### config.mk
export PLATFORM = sky130hd
export DESIGN_NAME = program_flow_and_irq_status_regs
export DESIGN_NICKNAME = d
export VERILOG_FILES = /design/src/common/flow_pkg.sv /design/src/logic/program_flow_and_irq_status_regs.sv
export SDC_FILE = /design/constraint.sdc
export NUM_CORES = 1
export LEC_CHECK = 0
export ABC_AREA = 0
export BUFFER_PORTS_ARGS = -buffer_cell sky130_fd_sc_hd__buf_2
export CAP_MARGIN = 0
export CORE_UTILIZATION = 45
export DETAILED_ROUTE_END_ITERATION = 10
export SYNTH_ARGS = -nofsm -noshare
export SYNTH_HDL_FRONTEND = slang
export SYNTH_SLANG_ARGS = --single-unit
export TNS_END_PERCENT = 30
### constraint.sdc
create_clock -name clk_i -period 2.5 [get_ports clk_i]
set_input_delay 0.25 -clock clk_i [delete_from_list [all_inputs] [get_ports clk_i]]
set_output_delay 0.25 -clock clk_i [all_outputs]
set_load 0.05 [all_outputs]
### src/common/flow_pkg.sv
`default_nettype none

package flow_pkg;

	localparam int PC_W     = 13;
	localparam int DATA_W   = 8;
	localparam int ADDR_W   = 8;
	localparam int TGT_W    = 11;
	localparam int LATCH_W  = 5;
	localparam int SP_W     = 3;
	localparam int DEPTH    = 8;
	localparam int FETCH_W  = 11;

	localparam logic [ADDR_W-1:0] OFS_INTCTL  = 8'h0B;
	localparam logic [ADDR_W-1:0] OFS_PFLAG   = 8'h0C;
	localparam logic [ADDR_W-1:0] OFS_OPTION  = 8'h81;
	localparam logic [ADDR_W-1:0] OFS_PCLOW   = 8'h82;
	localparam logic [ADDR_W-1:0] OFS_PCLATCH = 8'h8A;
	localparam logic [ADDR_W-1:0] OFS_PENABLE = 8'h8C;
	localparam logic [ADDR_W-1:0] OFS_RSTCAUS = 8'h8E;

	localparam int BIT_GLOBAL_EN  = 7;
	localparam int BIT_PERIPH_EN  = 6;
	localparam int BIT_ADC        = 6;
	localparam int BIT_PRESCALER  = 3;
	localparam int BIT_PARCFG     = 7;
	localparam int BIT_PARITY_RST = 2;
	localparam int BIT_POR        = 1;
	localparam int BIT_BROWNOUT   = 0;
	localparam int BIT_PAGE_LO    = 3;

	localparam logic [DATA_W-1:0]  RST_INTCTL  = 8'h00;
	localparam logic [DATA_W-1:0]  RST_OPTION  = 8'hFF;
	localparam logic [LATCH_W-1:0] RST_LATCH   = 5'h00;
	localparam logic [PC_W-1:0]    RST_PC      = 13'h0000;
	localparam logic [PC_W-1:0]    IRQ_VECTOR  = 13'h0004;
	localparam logic [SP_W-1:0]    RST_SP      = 3'h0;
	localparam logic [PC_W-1:0]    PC_ONE      = 13'h0001;
	localparam logic [SP_W-1:0]    SP_ONE      = 3'h1;
	localparam logic [DATA_W-1:0]  RD_ZERO     = 8'h00;

	typedef enum logic [2:0] {
		OP_HOLD   = 3'b000,
		OP_STEP   = 3'b001,
		OP_CALL   = 3'b010,
		OP_JUMP   = 3'b011,
		OP_RETURN = 3'b100,
		OP_IRQ    = 3'b101
	} pc_op_t;

	typedef struct packed {
		pc_op_t             op;
		logic [TGT_W-1:0]   target;
	} core_cmd_t;

	typedef struct packed {
		logic power_on;
		logic brown_out;
		logic parity_err;
	} rst_cause_t;

endpackage : flow_pkg

`default_nettype wire

### src/logic/program_flow_and_irq_status_regs.sv
// Overview of operation
// - 13-bit pc, low byte software read/write
// - upper pc bits unreadable, written via latch
// - every reset clears upper pc bits
// - low byte write loads latch bits 4:0
// - call/jump take top bits from latch 4:3
// - eight-entry stack of 13-bit words
// - stack and pointer invisible to software
// - call and irq vectoring push pc
// - return variants pop into pc
// - push and pop leave latch alone
// - stack wraps, ninth push overwrites first
// - no overflow or underflow status
// - paging bits ignored by fetch address
// - flags set regardless of enables
// - peripheral request needs peripheral_irq_enable
// - enable reg has only adc_irq_enable bit 6
// - flag reg has only adc_irq_flag bit 6
// - power-on clears power_on_reset_flag
// - brown-out clears brownout_reset_flag
// - parity reset clears flag, bit 7 mirrors config
// - prescaler_assign gives timer0 1:1 rate
`timescale 1ns/1ps
`default_nettype none

module program_flow_and_irq_status_regs (
	input  wire logic                        clk_i,
	input  wire logic                        srst_i,
	input  wire flow_pkg::rst_cause_t        rst_cause_i,
	input  wire logic                        parity_check_enabled_i,
	input  wire flow_pkg::core_cmd_t         core_cmd_i,
	input  wire logic                        adc_done_i,
	input  wire logic [flow_pkg::ADDR_W-1:0] reg_addr_i,
	input  wire logic [flow_pkg::DATA_W-1:0] reg_wdata_i,
	input  wire logic                        reg_wr_i,
	input  wire logic                        reg_rd_i,
	output logic      [flow_pkg::DATA_W-1:0] reg_rdata_o,
	output logic      [flow_pkg::PC_W-1:0]   pc_o,
	output logic      [flow_pkg::FETCH_W-1:0] fetch_addr_o,
	output logic                             global_irq_enable_o,
	output logic                             periph_irq_request_o,
	output logic                             prescaler_to_wdt_o,
	output logic                             timer0_rate_1to1_o
);

	logic [flow_pkg::PC_W-1:0]    pc_r;
	logic [flow_pkg::PC_W-1:0]    pc_nxt;
	logic [flow_pkg::LATCH_W-1:0] latch_r;
	logic [flow_pkg::DATA_W-1:0]  intctl_r;
	logic [flow_pkg::DATA_W-1:0]  option_r;
	logic                         adc_ie_r;
	logic                         adc_if_r;
	logic                         por_flag_r;
	logic                         brownout_flag_r;
	logic                         parity_flag_r;
	logic                         parcfg_r;
	logic [flow_pkg::SP_W-1:0]    sp_r;
	logic [flow_pkg::PC_W-1:0]    stack_r [flow_pkg::DEPTH];
	logic [flow_pkg::SP_W-1:0]    sp_dec;
	logic                         push;
	logic                         pop;
	logic [flow_pkg::PC_W-1:0]    push_val;
	logic [flow_pkg::DATA_W-1:0]  rd_mux;

	function automatic logic wr_hit(input logic [flow_pkg::ADDR_W-1:0] ofs);
		wr_hit = reg_wr_i && (reg_addr_i == ofs);
	endfunction : wr_hit

	// stack actions are driven only by the core; no register reaches them
	assign sp_dec   = sp_r - flow_pkg::SP_ONE;
	assign push     = (core_cmd_i.op == flow_pkg::OP_CALL)
	                  || (core_cmd_i.op == flow_pkg::OP_IRQ);
	assign pop      = (core_cmd_i.op == flow_pkg::OP_RETURN);
	// a call saves the next instruction, an interrupt the one it displaced
	assign push_val = (core_cmd_i.op == flow_pkg::OP_CALL) ? pc_r + flow_pkg::PC_ONE : pc_r;

	always_comb
	begin
		pc_nxt = pc_r;
		unique case (core_cmd_i.op)
			flow_pkg::OP_HOLD:
			begin
				pc_nxt = pc_r;
			end
			flow_pkg::OP_STEP:
			begin
				pc_nxt = pc_r + flow_pkg::PC_ONE;
			end
			flow_pkg::OP_CALL, flow_pkg::OP_JUMP:
			begin
				pc_nxt = {latch_r[flow_pkg::LATCH_W-1:flow_pkg::BIT_PAGE_LO],
				          core_cmd_i.target};
			end
			flow_pkg::OP_RETURN:
			begin
				pc_nxt = stack_r[sp_dec];
			end
			flow_pkg::OP_IRQ:
			begin
				pc_nxt = flow_pkg::IRQ_VECTOR;
			end
			default:
			begin
				pc_nxt = pc_r;
			end
		endcase
		// a software write to the low byte outranks the core in the same cycle
		if (wr_hit(flow_pkg::OFS_PCLOW))
		begin
			pc_nxt = {latch_r, reg_wdata_i};
		end
	end

	always_ff @(posedge clk_i)
	begin
		if (srst_i)
		begin
			pc_r <= flow_pkg::RST_PC;
		end
		else
		begin
			pc_r <= pc_nxt;
		end
	end

	// only bits 4:0 are stored; the upper three read back as zero
	always_ff @(posedge clk_i)
	begin
		if (srst_i)
		begin
			latch_r <= flow_pkg::RST_LATCH;
		end
		else if (wr_hit(flow_pkg::OFS_PCLATCH))
		begin
			latch_r <= reg_wdata_i[flow_pkg::LATCH_W-1:0];
		end
	end

	// no full or empty tracking: wrap and underflow pass silently
	always_ff @(posedge clk_i)
	begin
		if (srst_i)
		begin
			sp_r <= flow_pkg::RST_SP;
		end
		else if (push)
		begin
			sp_r <= sp_r + flow_pkg::SP_ONE;
		end
		else if (pop)
		begin
			sp_r <= sp_dec;
		end
	end

	// entries are not cleared at reset; an unbalanced return reads stale data
	generate
		for (genvar i = 0; i < flow_pkg::DEPTH; i++)
		begin : g_stack
			always_ff @(posedge clk_i)
			begin
				if (!srst_i && push && (sp_r == flow_pkg::SP_W'(i)))
				begin
					stack_r[i] <= push_val;
				end
			end
		end
	endgenerate

	// all eight bits are plain storage here; the other sources live elsewhere
	always_ff @(posedge clk_i)
	begin
		if (srst_i)
		begin
			intctl_r <= flow_pkg::RST_INTCTL;
		end
		else if (wr_hit(flow_pkg::OFS_INTCTL))
		begin
			intctl_r <= reg_wdata_i;
		end
	end

	// only the prescaler bit is used in this block; the rest feed the timers
	always_ff @(posedge clk_i)
	begin
		if (srst_i)
		begin
			option_r <= flow_pkg::RST_OPTION;
		end
		else if (wr_hit(flow_pkg::OFS_OPTION))
		begin
			option_r <= reg_wdata_i;
		end
	end

	// written bits other than bit 6 are dropped, so they read zero
	always_ff @(posedge clk_i)
	begin
		if (srst_i)
		begin
			adc_ie_r <= 1'b0;
		end
		else if (wr_hit(flow_pkg::OFS_PENABLE))
		begin
			adc_ie_r <= reg_wdata_i[flow_pkg::BIT_ADC];
		end
	end

	// the conversion event wins over a software clear in the same cycle
	always_ff @(posedge clk_i)
	begin
		if (srst_i)
		begin
			adc_if_r <= 1'b0;
		end
		else if (adc_done_i)
		begin
			adc_if_r <= 1'b1;
		end
		else if (wr_hit(flow_pkg::OFS_PFLAG))
		begin
			adc_if_r <= reg_wdata_i[flow_pkg::BIT_ADC];
		end
	end

	// reset-cause flags: a cause clears its own flag; power-on also clears brown-out and sets parity, other causes keep the rest
	always_ff @(posedge clk_i)
	begin
		if (srst_i)
		begin
			if (rst_cause_i.power_on)
			begin
				por_flag_r      <= 1'b0;
				// cleared rather than left unknown, so software sees a defined value
				brownout_flag_r <= 1'b0;
				parity_flag_r   <= 1'b1;
			end
			else
			begin
				if (rst_cause_i.brown_out)
				begin
					brownout_flag_r <= 1'b0;
				end
				if (rst_cause_i.parity_err)
				begin
					parity_flag_r <= 1'b0;
				end
			end
		end
		else if (wr_hit(flow_pkg::OFS_RSTCAUS))
		begin
			por_flag_r      <= reg_wdata_i[flow_pkg::BIT_POR];
			brownout_flag_r <= reg_wdata_i[flow_pkg::BIT_BROWNOUT];
			parity_flag_r   <= reg_wdata_i[flow_pkg::BIT_PARITY_RST];
		end
	end

	// registered copy of the config bit: reads zero during reset, one cycle late
	always_ff @(posedge clk_i)
	begin
		if (srst_i)
		begin
			parcfg_r <= 1'b0;
		end
		else
		begin
			parcfg_r <= parity_check_enabled_i;
		end
	end

	// the stack pointer and entries have no address: they never reach this mux
	always_comb
	begin
		rd_mux = flow_pkg::RD_ZERO;
		unique case (reg_addr_i)
			flow_pkg::OFS_INTCTL:
			begin
				rd_mux = intctl_r;
			end
			flow_pkg::OFS_PFLAG:
			begin
				rd_mux[flow_pkg::BIT_ADC] = adc_if_r;
			end
			flow_pkg::OFS_OPTION:
			begin
				rd_mux = option_r;
			end
			flow_pkg::OFS_PCLOW:
			begin
				rd_mux = pc_r[flow_pkg::DATA_W-1:0];
			end
			flow_pkg::OFS_PCLATCH:
			begin
				rd_mux[flow_pkg::LATCH_W-1:0] = latch_r;
			end
			flow_pkg::OFS_PENABLE:
			begin
				rd_mux[flow_pkg::BIT_ADC] = adc_ie_r;
			end
			flow_pkg::OFS_RSTCAUS:
			begin
				rd_mux[flow_pkg::BIT_PARCFG] = parcfg_r;
				rd_mux[flow_pkg::BIT_PARITY_RST] = parity_flag_r;
				rd_mux[flow_pkg::BIT_POR]        = por_flag_r;
				rd_mux[flow_pkg::BIT_BROWNOUT]   = brownout_flag_r;
			end
			default:
			begin
				rd_mux = flow_pkg::RD_ZERO;
			end
		endcase
	end

	// read data stand for one cycle only and are zero otherwise
	always_ff @(posedge clk_i)
	begin
		if (srst_i)
		begin
			reg_rdata_o <= flow_pkg::RD_ZERO;
		end
		else if (reg_rd_i)
		begin
			reg_rdata_o <= rd_mux;
		end
		else
		begin
			reg_rdata_o <= flow_pkg::RD_ZERO;
		end
	end

	assign pc_o                 = pc_r;
	// only 2K words are fitted, so the paging bits never reach the fetch
	assign fetch_addr_o         = pc_r[flow_pkg::FETCH_W-1:0];
	assign global_irq_enable_o  = intctl_r[flow_pkg::BIT_GLOBAL_EN];
	// the request is a level; the core decides when to vector on it
	assign periph_irq_request_o = intctl_r[flow_pkg::BIT_PERIPH_EN] && adc_ie_r && adc_if_r;
	assign prescaler_to_wdt_o   = option_r[flow_pkg::BIT_PRESCALER];
	assign timer0_rate_1to1_o   = option_r[flow_pkg::BIT_PRESCALER];

endmodule : program_flow_and_irq_status_regs

`default_nettype wire

==> metrics.txt, run 1 <==
vias per cell=5.76; switching share of power=0.262; peak supply drop=509 uV; Placement Cell Area=8030 um^2; TNS Setup=0 ns; Worst Path Required=2.64 ns; flop-to-flop setup slack=0.49 ns; Yosys warnings=0; WL final=18,100 um; clk_lat worst skew=0.42 ns; slew of the pin with the lowest slew margin=0.776 ns; initial antenna violation count=2; # Post-CTS Setup Buffers=0; HP Class=in -> reg; fin util=0.536; WL/cell=20.6 um; cell internal pwr=0.00473 W; slew margin rel.=0.479; Net Count, Synth=627; GRT Overall Usage=0.219; Crit Path Max Fanout=9; WHS Path Cells=3; EDFF count, synth=107; Syn-to-layout area delta=14.8%; max cap viols=0; share of cells above drive strength 1=0.273; number of global-route vias before repair=5,107; GPL Wtd Cong=0.806; dominant synthesized flop cell=edfxtp_1; # DRC=0; cell area after layout=8630 um^2; Switch Pwr=0.00168 W; CTS tree=yes; Synth Cell Area=7520 um^2; Hold Slack=0.0573 ns; post-DP HPWL=12,800 um; first drt pass iteration count=5; largest area contributor in the netlist=edfxtp_1; Post-DRT Antenna Nets=0; die width=131 um; pin count of the biggest net entering global routing=25; max-slew violations=0; clock sinks=155; FFs w/ async S/R, synth=0; I/O pin cnt=75; die area=17,200 um^2; clk slew on worst S/H paths=0.06 ns; GRT overflow=0; startpoint type of the worst setup path=flip-flop; Peak Freq=497 MHz; Lkg Pwr=3.19 nW; Clk network pwr share=0.413; sequential power share=0.448; initial core utilization=0.466; RR Endpoint=stack_r[2][9]$_DFFE_PP_; Yosys reg bits=155; Cells after Synth=580; Synth area leaders=edfxtp_1, dfxtp_1, mux4_2; final period utilization=0.805; Avg Synthesized Cell Area=13.0 um^2; Total Nets Final=697; Clock Tree Buf Depth=2; die height=131 um; Initial DRC Count=320; PortBufs=74; Pwr per Cell Area=742 nW/um^2; CTS Buf Count=17; Critical Path Sink Type=flip-flop; final setup vio count=0; R2R depth=4; run status=finished, final reports clean; sequential fraction of the synthesis area=0.555; Setup CP Type=reg -> reg; Logic pwr share=0.139; hold bufs inserted after CTS=0; first-pass GRT wire length=28,600 um; Worst Clk Skew=0.0100 ns; crit path time final=2.01 ns; RSZ-0062 raised after global routing=false; WHS Endpoint=adc_if_r$_SDFFE_PP0P_; vias after detailed routing=5,063; worst hold start=adc_done_i; top cell type's share of synthesized area=0.428; row count=46; post_cts resized=0; synth unique cells=64; Final Hold Fails=0; Core Box Area=16,100 um^2; Clock Tree Root=clkbuf_16; Arr. time, crit path=2.15 ns; H-tree lvl count=4; worst r2r src=pc_o[6]$_SDFFE_PP0P_
==> critical path: stages, from the launching register on <==
cell     delay [ns]
dfxtp_1        0.54
and3_1         0.31
nand3_1        0.19
nor2_1         0.16
xor2_1         0.53
==> power groups by stage <==
| stage | clock network, W | registers (W) | logic, W |
|---|---|---|---|
| 3_3_place_gp | 0 | 0.00292 | 0.000881 |
| 3_5_place_dp | 0 | 0.00292 | 0.000890 |
| 5_1_grt | 0.00279 | 0.00287 | 0.000952 |
| 2_1_floorplan | 0 | 0.00297 | 0.000599 |
| 4_1_cts | 0.00269 | 0.00287 | 0.000894 |
| 6_report | 0.00264 | 0.00287 | 0.000892 |
==> how the worst max path moves through the flow <==
stage | start | depth (start not counted) | slack, ns | endpoint
4_1_cts | sp_r[1]$_SDFFE_PP0P_ | 7 | 0.49 | pc_o[4]$_SDFFE_PP0P_
2_1_floorplan | sp_r[0]$_SDFFE_PP0P_ | 10 | 0.20 | pc_o[0]$_SDFFE_PP0P_
5_1_grt | pc_o[1]$_SDFFE_PP0P_ | 5 | 0.36 | stack_r[7][8]$_DFFE_PP_
3_3_place_gp | core_cmd_i[13] | 6 | 0.51 | stack_r[0][10]$_DFFE_PP_
3_5_place_dp | core_cmd_i[13] | 6 | 0.48 | stack_r[0][12]$_DFFE_PP_
6_report | pc_o[6]$_SDFFE_PP0P_ | 4 | 0.49 | stack_r[2][9]$_DFFE_PP_
==> routing by layer <==
metal | part of all wire | up-vias | global-route usage | wire length (um)
li1 | - | 2365 | - | -
met1 | 0.44 | 2496 | 0.272 | 7890
met2 | 0.50 | 173 | 0.377 | 8980
met3 | 0.053 | 27 | 0.0455 | 952
met4 | 0.016 | 2 | 0.0778 | 287
met5 | 0.00072 | - | 0 | 13
==> stage by stage <==
stage               cells  total power [W]  setup WS (ns)
floorplan             580          0.00357          0.202
detailed placement    847          0.00381          0.480
CTS                   878          0.00645          0.495
finish                879          0.00640          0.488
global placement      847          0.00380          0.505
global route          878          0.00662          0.358
==> flip-flops by register name (all words and copies together), names as in the netlist <==
register	count
brownout_flag_r	1
stack_r	104
por_flag_r	1
adc_ie_r	1
reg_rdata_o	8
pc_o	13
option_r	8
parcfg_r	1
adc_if_r	1
intctl_r	8
latch_r	5
sp_r	3
parity_flag_r	1
==> synth_stat cells, drive strengths merged (10+ instances only) <==
cell type and n:
o21ai 13, and3 16, nand4 10, nand2 25
mux2i 33, buf 42, dfxtp 48, mux4 26
nand3 46, nor2 31, xnor2 12, edfxtp 107
clkbuf 14, a21oi 12
==> layout make-up <==
class,count,area (um^2)
Antenna cell,1,2.50
Clock buffer,17,425
Clock inverter,14,179
Fill cell,1400,7480
Inverter,9,33.8
Multi-Input combinational cell,360,2930
Sequential cell,155,4180
Tap cell,216,270
Timing Repair Buffer,107,618
==> kinds of logic after synthesis <==
kind of cell,synth area share
simple gates,0.137
flops,0.555
compound gates,0.0907
buf+inv,0.0551
mux,0.125
xor+xnor,0.0233
fa+ha+maj,0.0133
==> layout by cell type, fill, tap and decap left out, types with 4 or more instances in the layout <==
cell type,count
ha_1,8
xnor2_1,12
edfxtp_1,107
nor3_1,7
clkbuf_16,17
nor2_1,31
a21boi_0,7
nand2b_1,6
a32oi_1,4
nand2_1,24
nand4_1,10
nor4_1,6
a2bb2oi_1,4
buf_2,74
mux2i_1,33
o31a_1,4
a311oi_1,4
buf_4,33
mux4_2,25
and2_1,7
nand3_1,44
and3_1,16
a31oi_1,5
xor2_1,8
o21ai_0,13
nor2b_1,7
inv_6,6
o32ai_1,8
dfxtp_1,47
a221oi_1,4
inv_1,9
a21oi_1,12
a211o_1,7
(Power assumes the default switching activity.)
==> inputs of run 2 (changes only) <==
- PLACE_DENSITY: default -> 0.66
- clock period: 2.5 -> 1.6 ns (I/O delays scaled with it)
==> metrics.txt, run 2 (synthesis gave the netlist of run 1 again) <==
buffers and inverters on the worst path=2; GPL Wtd Cong=0.909; final worst slack=-0.126 ns; I/O pin cnt=75; GRT Overall Usage=0.228; worst r2r src=sp_r[0]$_SDFFE_PP0P_; max cap viols=0; Post-DRT Antenna Nets=0; slew of the pin with the lowest slew margin=0.682 ns; non-filler cells, final=941; Worst Path Required=1.91 ns; row count=46; fin util=0.587; die width=131 um; Clock Tree Root=clkbuf_16; Pwr per Cell Area=1040 nW/um^2; GRT overflow=0; Reg with most FFs=stack_r; startpoint type of the worst setup path=flip-flop; run status=finished with violations; Peak Freq=579 MHz; H-tree lvl count=4; die height=131 um; initial antenna violation count=0; Arr. time, crit path=2.03 ns; Lkg Pwr=3.57 nW; failing checks=negative setup slack; placed cell count=899; clk slew on worst S/H paths=0.07 ns; flop-to-flop setup slack=-0.13 ns; Crit Path Max Fanout=14; Setup CP Type=reg -> reg; critical path, cell by cell=inv_8 > ha_4 > buf_12 > mux4_2 > nand3_1 > and3_1 > o32ai_2; kind of cell adding the most delay to the critical path=flip-flops; pin count of the biggest net entering global routing=27; WHS Endpoint=option_r[6]$_SDFFE_PP1P_; first drt pass iteration count=5; CTS Buf Count=17; Core Box Area=16,100 um^2; peak supply drop=763 uV; commonest non-fill, non-tap cell in the layout=edfxtp_1; worst hold start=reg_wdata_i[6]; share of cells above drive strength 1=0.385; initial core utilization=0.466; TNS Setup=-2.13 ns; Total Nets Final=759; crit-path max cell delay=0.39 ns; WL/cell=20.0 um; RR Endpoint=pc_o[12]$_SDFFE_PP0P_; max reg flops=104; Initial DRC Count=445; HP Class=in -> reg; R2R depth=7; slowest CP cell=dfxtp_4; slew margin rel.=0.542; vias per cell=5.73; # DRC=0; most frequent cells in the layout=edfxtp_1, buf_4, buf_2; number of global-route vias before repair=5,469; WL final=18,900 um; Clock Tree Buf Depth=2; Worst Clk Skew=0.00875 ns; Critical Path Sink Type=flip-flop; PortBufs=74; vias after detailed routing=5,395; antenna diode count=0; WHS Path Cells=3; final setup vio count=56; RSZ-0062 raised after global routing=true; pre-CTS WS=-0.188 ns; max-slew violations=0; Final Hold Fails=0; clock sinks=155; first-pass GRT wire length=29,700 um; fillcell total=1,278; die area=17,200 um^2; post-DP HPWL=13,200 um; crit path time final=1.73 ns; Syn-to-layout area delta=25.9%; CTS tree=yes; final period utilization=1.08; clk_lat worst skew=0.43 ns
==> run 2: changes by cell type in the layout (fill, tap and decap cells not counted), moves of 5 or more <==
| cell | previous run | this run |
|---|---|---|
| and3_1 | 16 | 9 |
| and3_4 | 0 | 7 |
| buf_12 | 0 | 9 |
| buf_4 | 33 | 77 |
| buf_6 | 0 | 5 |
| dfxtp_1 | 47 | 37 |
| dfxtp_4 | 0 | 8 |
| xnor2_1 | 12 | 5 |
| xnor2_2 | 0 | 5 |
==> run 2: layout make-up <==
class                      instances  area (um^2)  area share
sequential                       155         4210       0.445
inverter                           9         41.3     0.00436
clock buffer                      18          429      0.0454
tap                              216          270      0.0286
timing repair buffer             169         1220       0.129
multi-input combinational        360         3180       0.336
clock inverter                    14          113      0.0119
==> run 2: worst min-delay path, stage by stage <==
cell,delay [ns]
buf_2,0.14
mux2i_1,0.08
nand2_1,0.06
==> run 2: worst max path at each step <==
stage          cells after the start                    end  slack [ns]                 start
2_1_floorplan                     10   pc_o[0]$_SDFFE_PP0P_       -0.35  sp_r[0]$_SDFFE_PP0P_
3_3_place_gp                       7   pc_o[6]$_SDFFE_PP0P_       -0.17  sp_r[1]$_SDFFE_PP0P_
3_5_place_dp                       7  pc_o[12]$_SDFFE_PP0P_       -0.19  sp_r[0]$_SDFFE_PP0P_
4_1_cts                            7  pc_o[12]$_SDFFE_PP0P_       -0.12  sp_r[0]$_SDFFE_PP0P_
5_1_grt                            5  pc_o[12]$_SDFFE_PP0P_       -0.21  sp_r[0]$_SDFFE_PP0P_
6_report                           7  pc_o[12]$_SDFFE_PP0P_       -0.13  sp_r[0]$_SDFFE_PP0P_
==> run 2: power breakdown <==
part | switching [W] | internal (W)
combinational | 0.000953 | 0.000733
sequential | 0.0000855 | 0.00441
clock | 0.00169 | 0.00202
total | 0.00273 | 0.00716
==> run 2: stage by stage <==
stage          cell area, um^2  hold WS [ns]  total power, W
6_report                  9460        0.0365         0.00989
5_1_grt                   9460        0.0430          0.0102
4_1_cts                   9360        0.0124         0.00994
3_5_place_dp              8660         0.393         0.00615
3_3_place_gp              8660         0.390         0.00613
2_1_floorplan             7700         0.285         0.00567
==> run 2: timing repair <==
item | 4_1_cts | 5_1_grt
pin swaps | 7 | 3
cloned | 0 | 0
buffers inserted | 3 | 3
hold endpoints to repair | 4 | 0
endpoints found under the setup margin | 96 | 104
resized for setup | 18 | 12
hold buffers | 4 | 0
==> run 2: per-layer routing <==
metal | part of all wire | GRT usage | vias up
li1 | - | - | 2492
met1 | 0.41 | 0.271 | 2658
met2 | 0.51 | 0.386 | 198
met3 | 0.052 | 0.0513 | 47
met4 | 0.031 | 0.120 | 0
met5 | 0 | 0 | -
==> inputs of run 3 (changes only) <==
- CELL_PAD_IN_SITES_DETAIL_PLACEMENT: default -> 1
- CELL_PAD_IN_SITES_GLOBAL_PLACEMENT: default -> 2
- CORE_UTILIZATION: 45 -> 37
- PLACE_DENSITY: 0.66 -> default
- PLACE_DENSITY_LB_ADDON: default -> 0.1
==> metrics.txt, run 3 (synthesis gave the netlist of run 1 again) <==
run status=finished with violations; failing checks=negative setup slack; sequential power share=0.419; slew of the pin with the lowest slew margin=0.461 ns; vias after detailed routing=5,344; Initial DRC Count=308; initial core utilization=0.381; non-filler cells, final=994; crit-path max cell delay=0.41 ns; number of global-route vias before repair=5,554; max cap viols=0; final worst slack=-0.184 ns; commonest non-fill, non-tap cell in the layout=edfxtp_1; Core Box Area=19,700 um^2; Lkg Pwr=3.65 nW; final setup vio count=23; Clock Tree Buf Depth=2; Critical Path Sink Type=flip-flop; Logic pwr share=0.173; first drt pass iteration count=4; GPL Wtd Cong=0.807; max-slew violations=0; Clock Tree Root=clkbuf_16; Post-DRT Antenna Nets=0; slew margin rel.=0.692; I/O pin cnt=75; initial antenna violation count=0; GRT Overall Usage=0.225; die area=20,900 um^2; # DRC=0; Crit Path Max Fanout=10; clock sinks=155; die width=145 um; share of cells above drive strength 1=0.412; DR top layer=met4; Pwr per Cell Area=1090 nW/um^2; vias per cell=5.38; Worst Clk Skew=0.0142 ns; most frequent cells in the layout=edfxtp_1, buf_2, buf_4; pre-CTS WS=-0.248 ns; Routed met3 length=503 um; final period utilization=1.12; Arr. time, crit path=2.08 ns; PortBufs=74; Switch Pwr=0.00296 W; peak supply drop=671 uV; H-tree lvl count=4; post-DP HPWL=15,700 um; Reg with most FFs=stack_r; HP Class=in -> reg; flop-to-flop setup slack=-0.18 ns; slowest CP cell=dfxtp_4; clk slew on worst S/H paths=0.07 ns; max reg flops=104; GRT overflow=0; RSZ-0062 raised after global routing=true; die height=145 um; switching share of power=0.277; Final Hold Fails=0; pin count of the biggest net entering global routing=38; Setup CP Type=reg -> reg; placed cell count=952; met2 wire len=11,700 um; Worst Path Required=1.90 ns; WL/cell=22.4 um; critical path, cell by cell=inv_8 > ha_4 > buf_12 > mux4_2 > nand3_1 > o2111a_1 > a2111oi_2; WL met1=9710 um; antenna diode count=0; clk_lat worst skew=0.44 ns; first-pass GRT wire length=33,500 um; WL final=22,200 um; CTS tree=yes; crit path time final=1.78 ns; Total Nets Final=763; startpoint type of the worst setup path=flip-flop; row count=51; Clk network pwr share=0.408; Peak Freq=560 MHz; cell internal pwr=0.00773 W; fillcell total=2,014; Syn-to-layout area delta=30.6%; CTS Buf Count=17; fin util=0.498
==> run 3: cell types whose count changed in the layout (fill, tap and decap cells not counted), moves of 3 or more <==
cell and delta:
buf_4 -3, nand3_1 -9, nand3_2 +9, bufinv_16 +3, buf_12 +7
==> run 3: power groups by stage <==
| stage | Clock (W) | Combinational [W] | Sequential [W] |
|---|---|---|---|
| after CTS | 0.00443 | 0.00178 | 0.00448 |
| after detailed placement | 0 | 0.00167 | 0.00456 |
| final | 0.00436 | 0.00185 | 0.00448 |
| after floorplan | 0 | 0.00101 | 0.00466 |
| after global routing | 0.00460 | 0.00197 | 0.00449 |
| after global placement | 0 | 0.00164 | 0.00456 |
==> run 3: critical path, delay by kind of cell, from the launching register on <==
| family | cells | cell delay (ns) |
|---|---|---|
| adder cells (fa/ha/maj) | 1 | 0.32 |
| AND/OR/NAND/NOR | 1 | 0.10 |
| flip-flops | 1 | 0.41 |
| multiplexers | 1 | 0.34 |
| buffers and inverters | 2 | 0.19 |
| AO/OA/AOI/OAI | 2 | 0.27 |
==> run 3: path summary, 6_finish.rpt <==
| check | to | startpoint | depth (start not counted) |
|---|---|---|---|
| worst max-delay path | pc_o[2]$_SDFFE_PP0P_ | sp_r[0]$_SDFFE_PP0P_ | 7 |
| worst min-delay path | option_r[7]$_SDFFE_PP1P_ | reg_wdata_i[7] | 3 |
| worst max register to register | pc_o[2]$_SDFFE_PP0P_ | sp_r[0]$_SDFFE_PP0P_ | 7 |
| worst min register to register | reg_rdata_o[5]$_SDFF_PP0_ | intctl_r[5]$_SDFFE_PP0P_ | 2 |
==> run 3: final cells by class <==
cell class / count / area, um^2 / area share
flip-flops and latches: 155 / 4210 / 0.429
repair buffers: 173 / 1360 / 0.138
inverters: 9 / 41.3 / 0.00421
clock inverters: 15 / 206 / 0.0210
multi-input cells: 360 / 3240 / 0.330
well taps: 265 / 332 / 0.0338
clock buffers: 17 / 425 / 0.0433
==> run 3: repair_timing <==
item / CTS / global route
endpoints found under the setup margin: 100 / 93
resized for setup: 19 / 32
gates cloned: 1 / 0
hold buffers: 4 / 0
pin swaps: 4 / 5
hold endpoints to repair: 4 / 0
setup buffers: 3 / 2
==> run 3: per-layer routing <==
metal	up-vias	GRT usage
li1	2500	-
met1	2759	0.278
met2	70	0.400
met3	15	0.0384
met4	0	0.0687
met5	-	0
==> run 3: metrics by stage <==
step / area (um^2) / setup TNS [ns] / power (W) / hold WS [ns]
after global routing: 9820 / -3.68 / 0.0111 / 0.0250
after global placement: 8820 / -7.82 / 0.00620 / 0.405
after floorplan: 7700 / -25.34 / 0.00567 / 0.285
after CTS: 9630 / -2.25 / 0.0107 / 0.00230
final: 9820 / -1.89 / 0.0107 / 0.000430
after detailed placement: 8820 / -11.67 / 0.00623 / 0.393
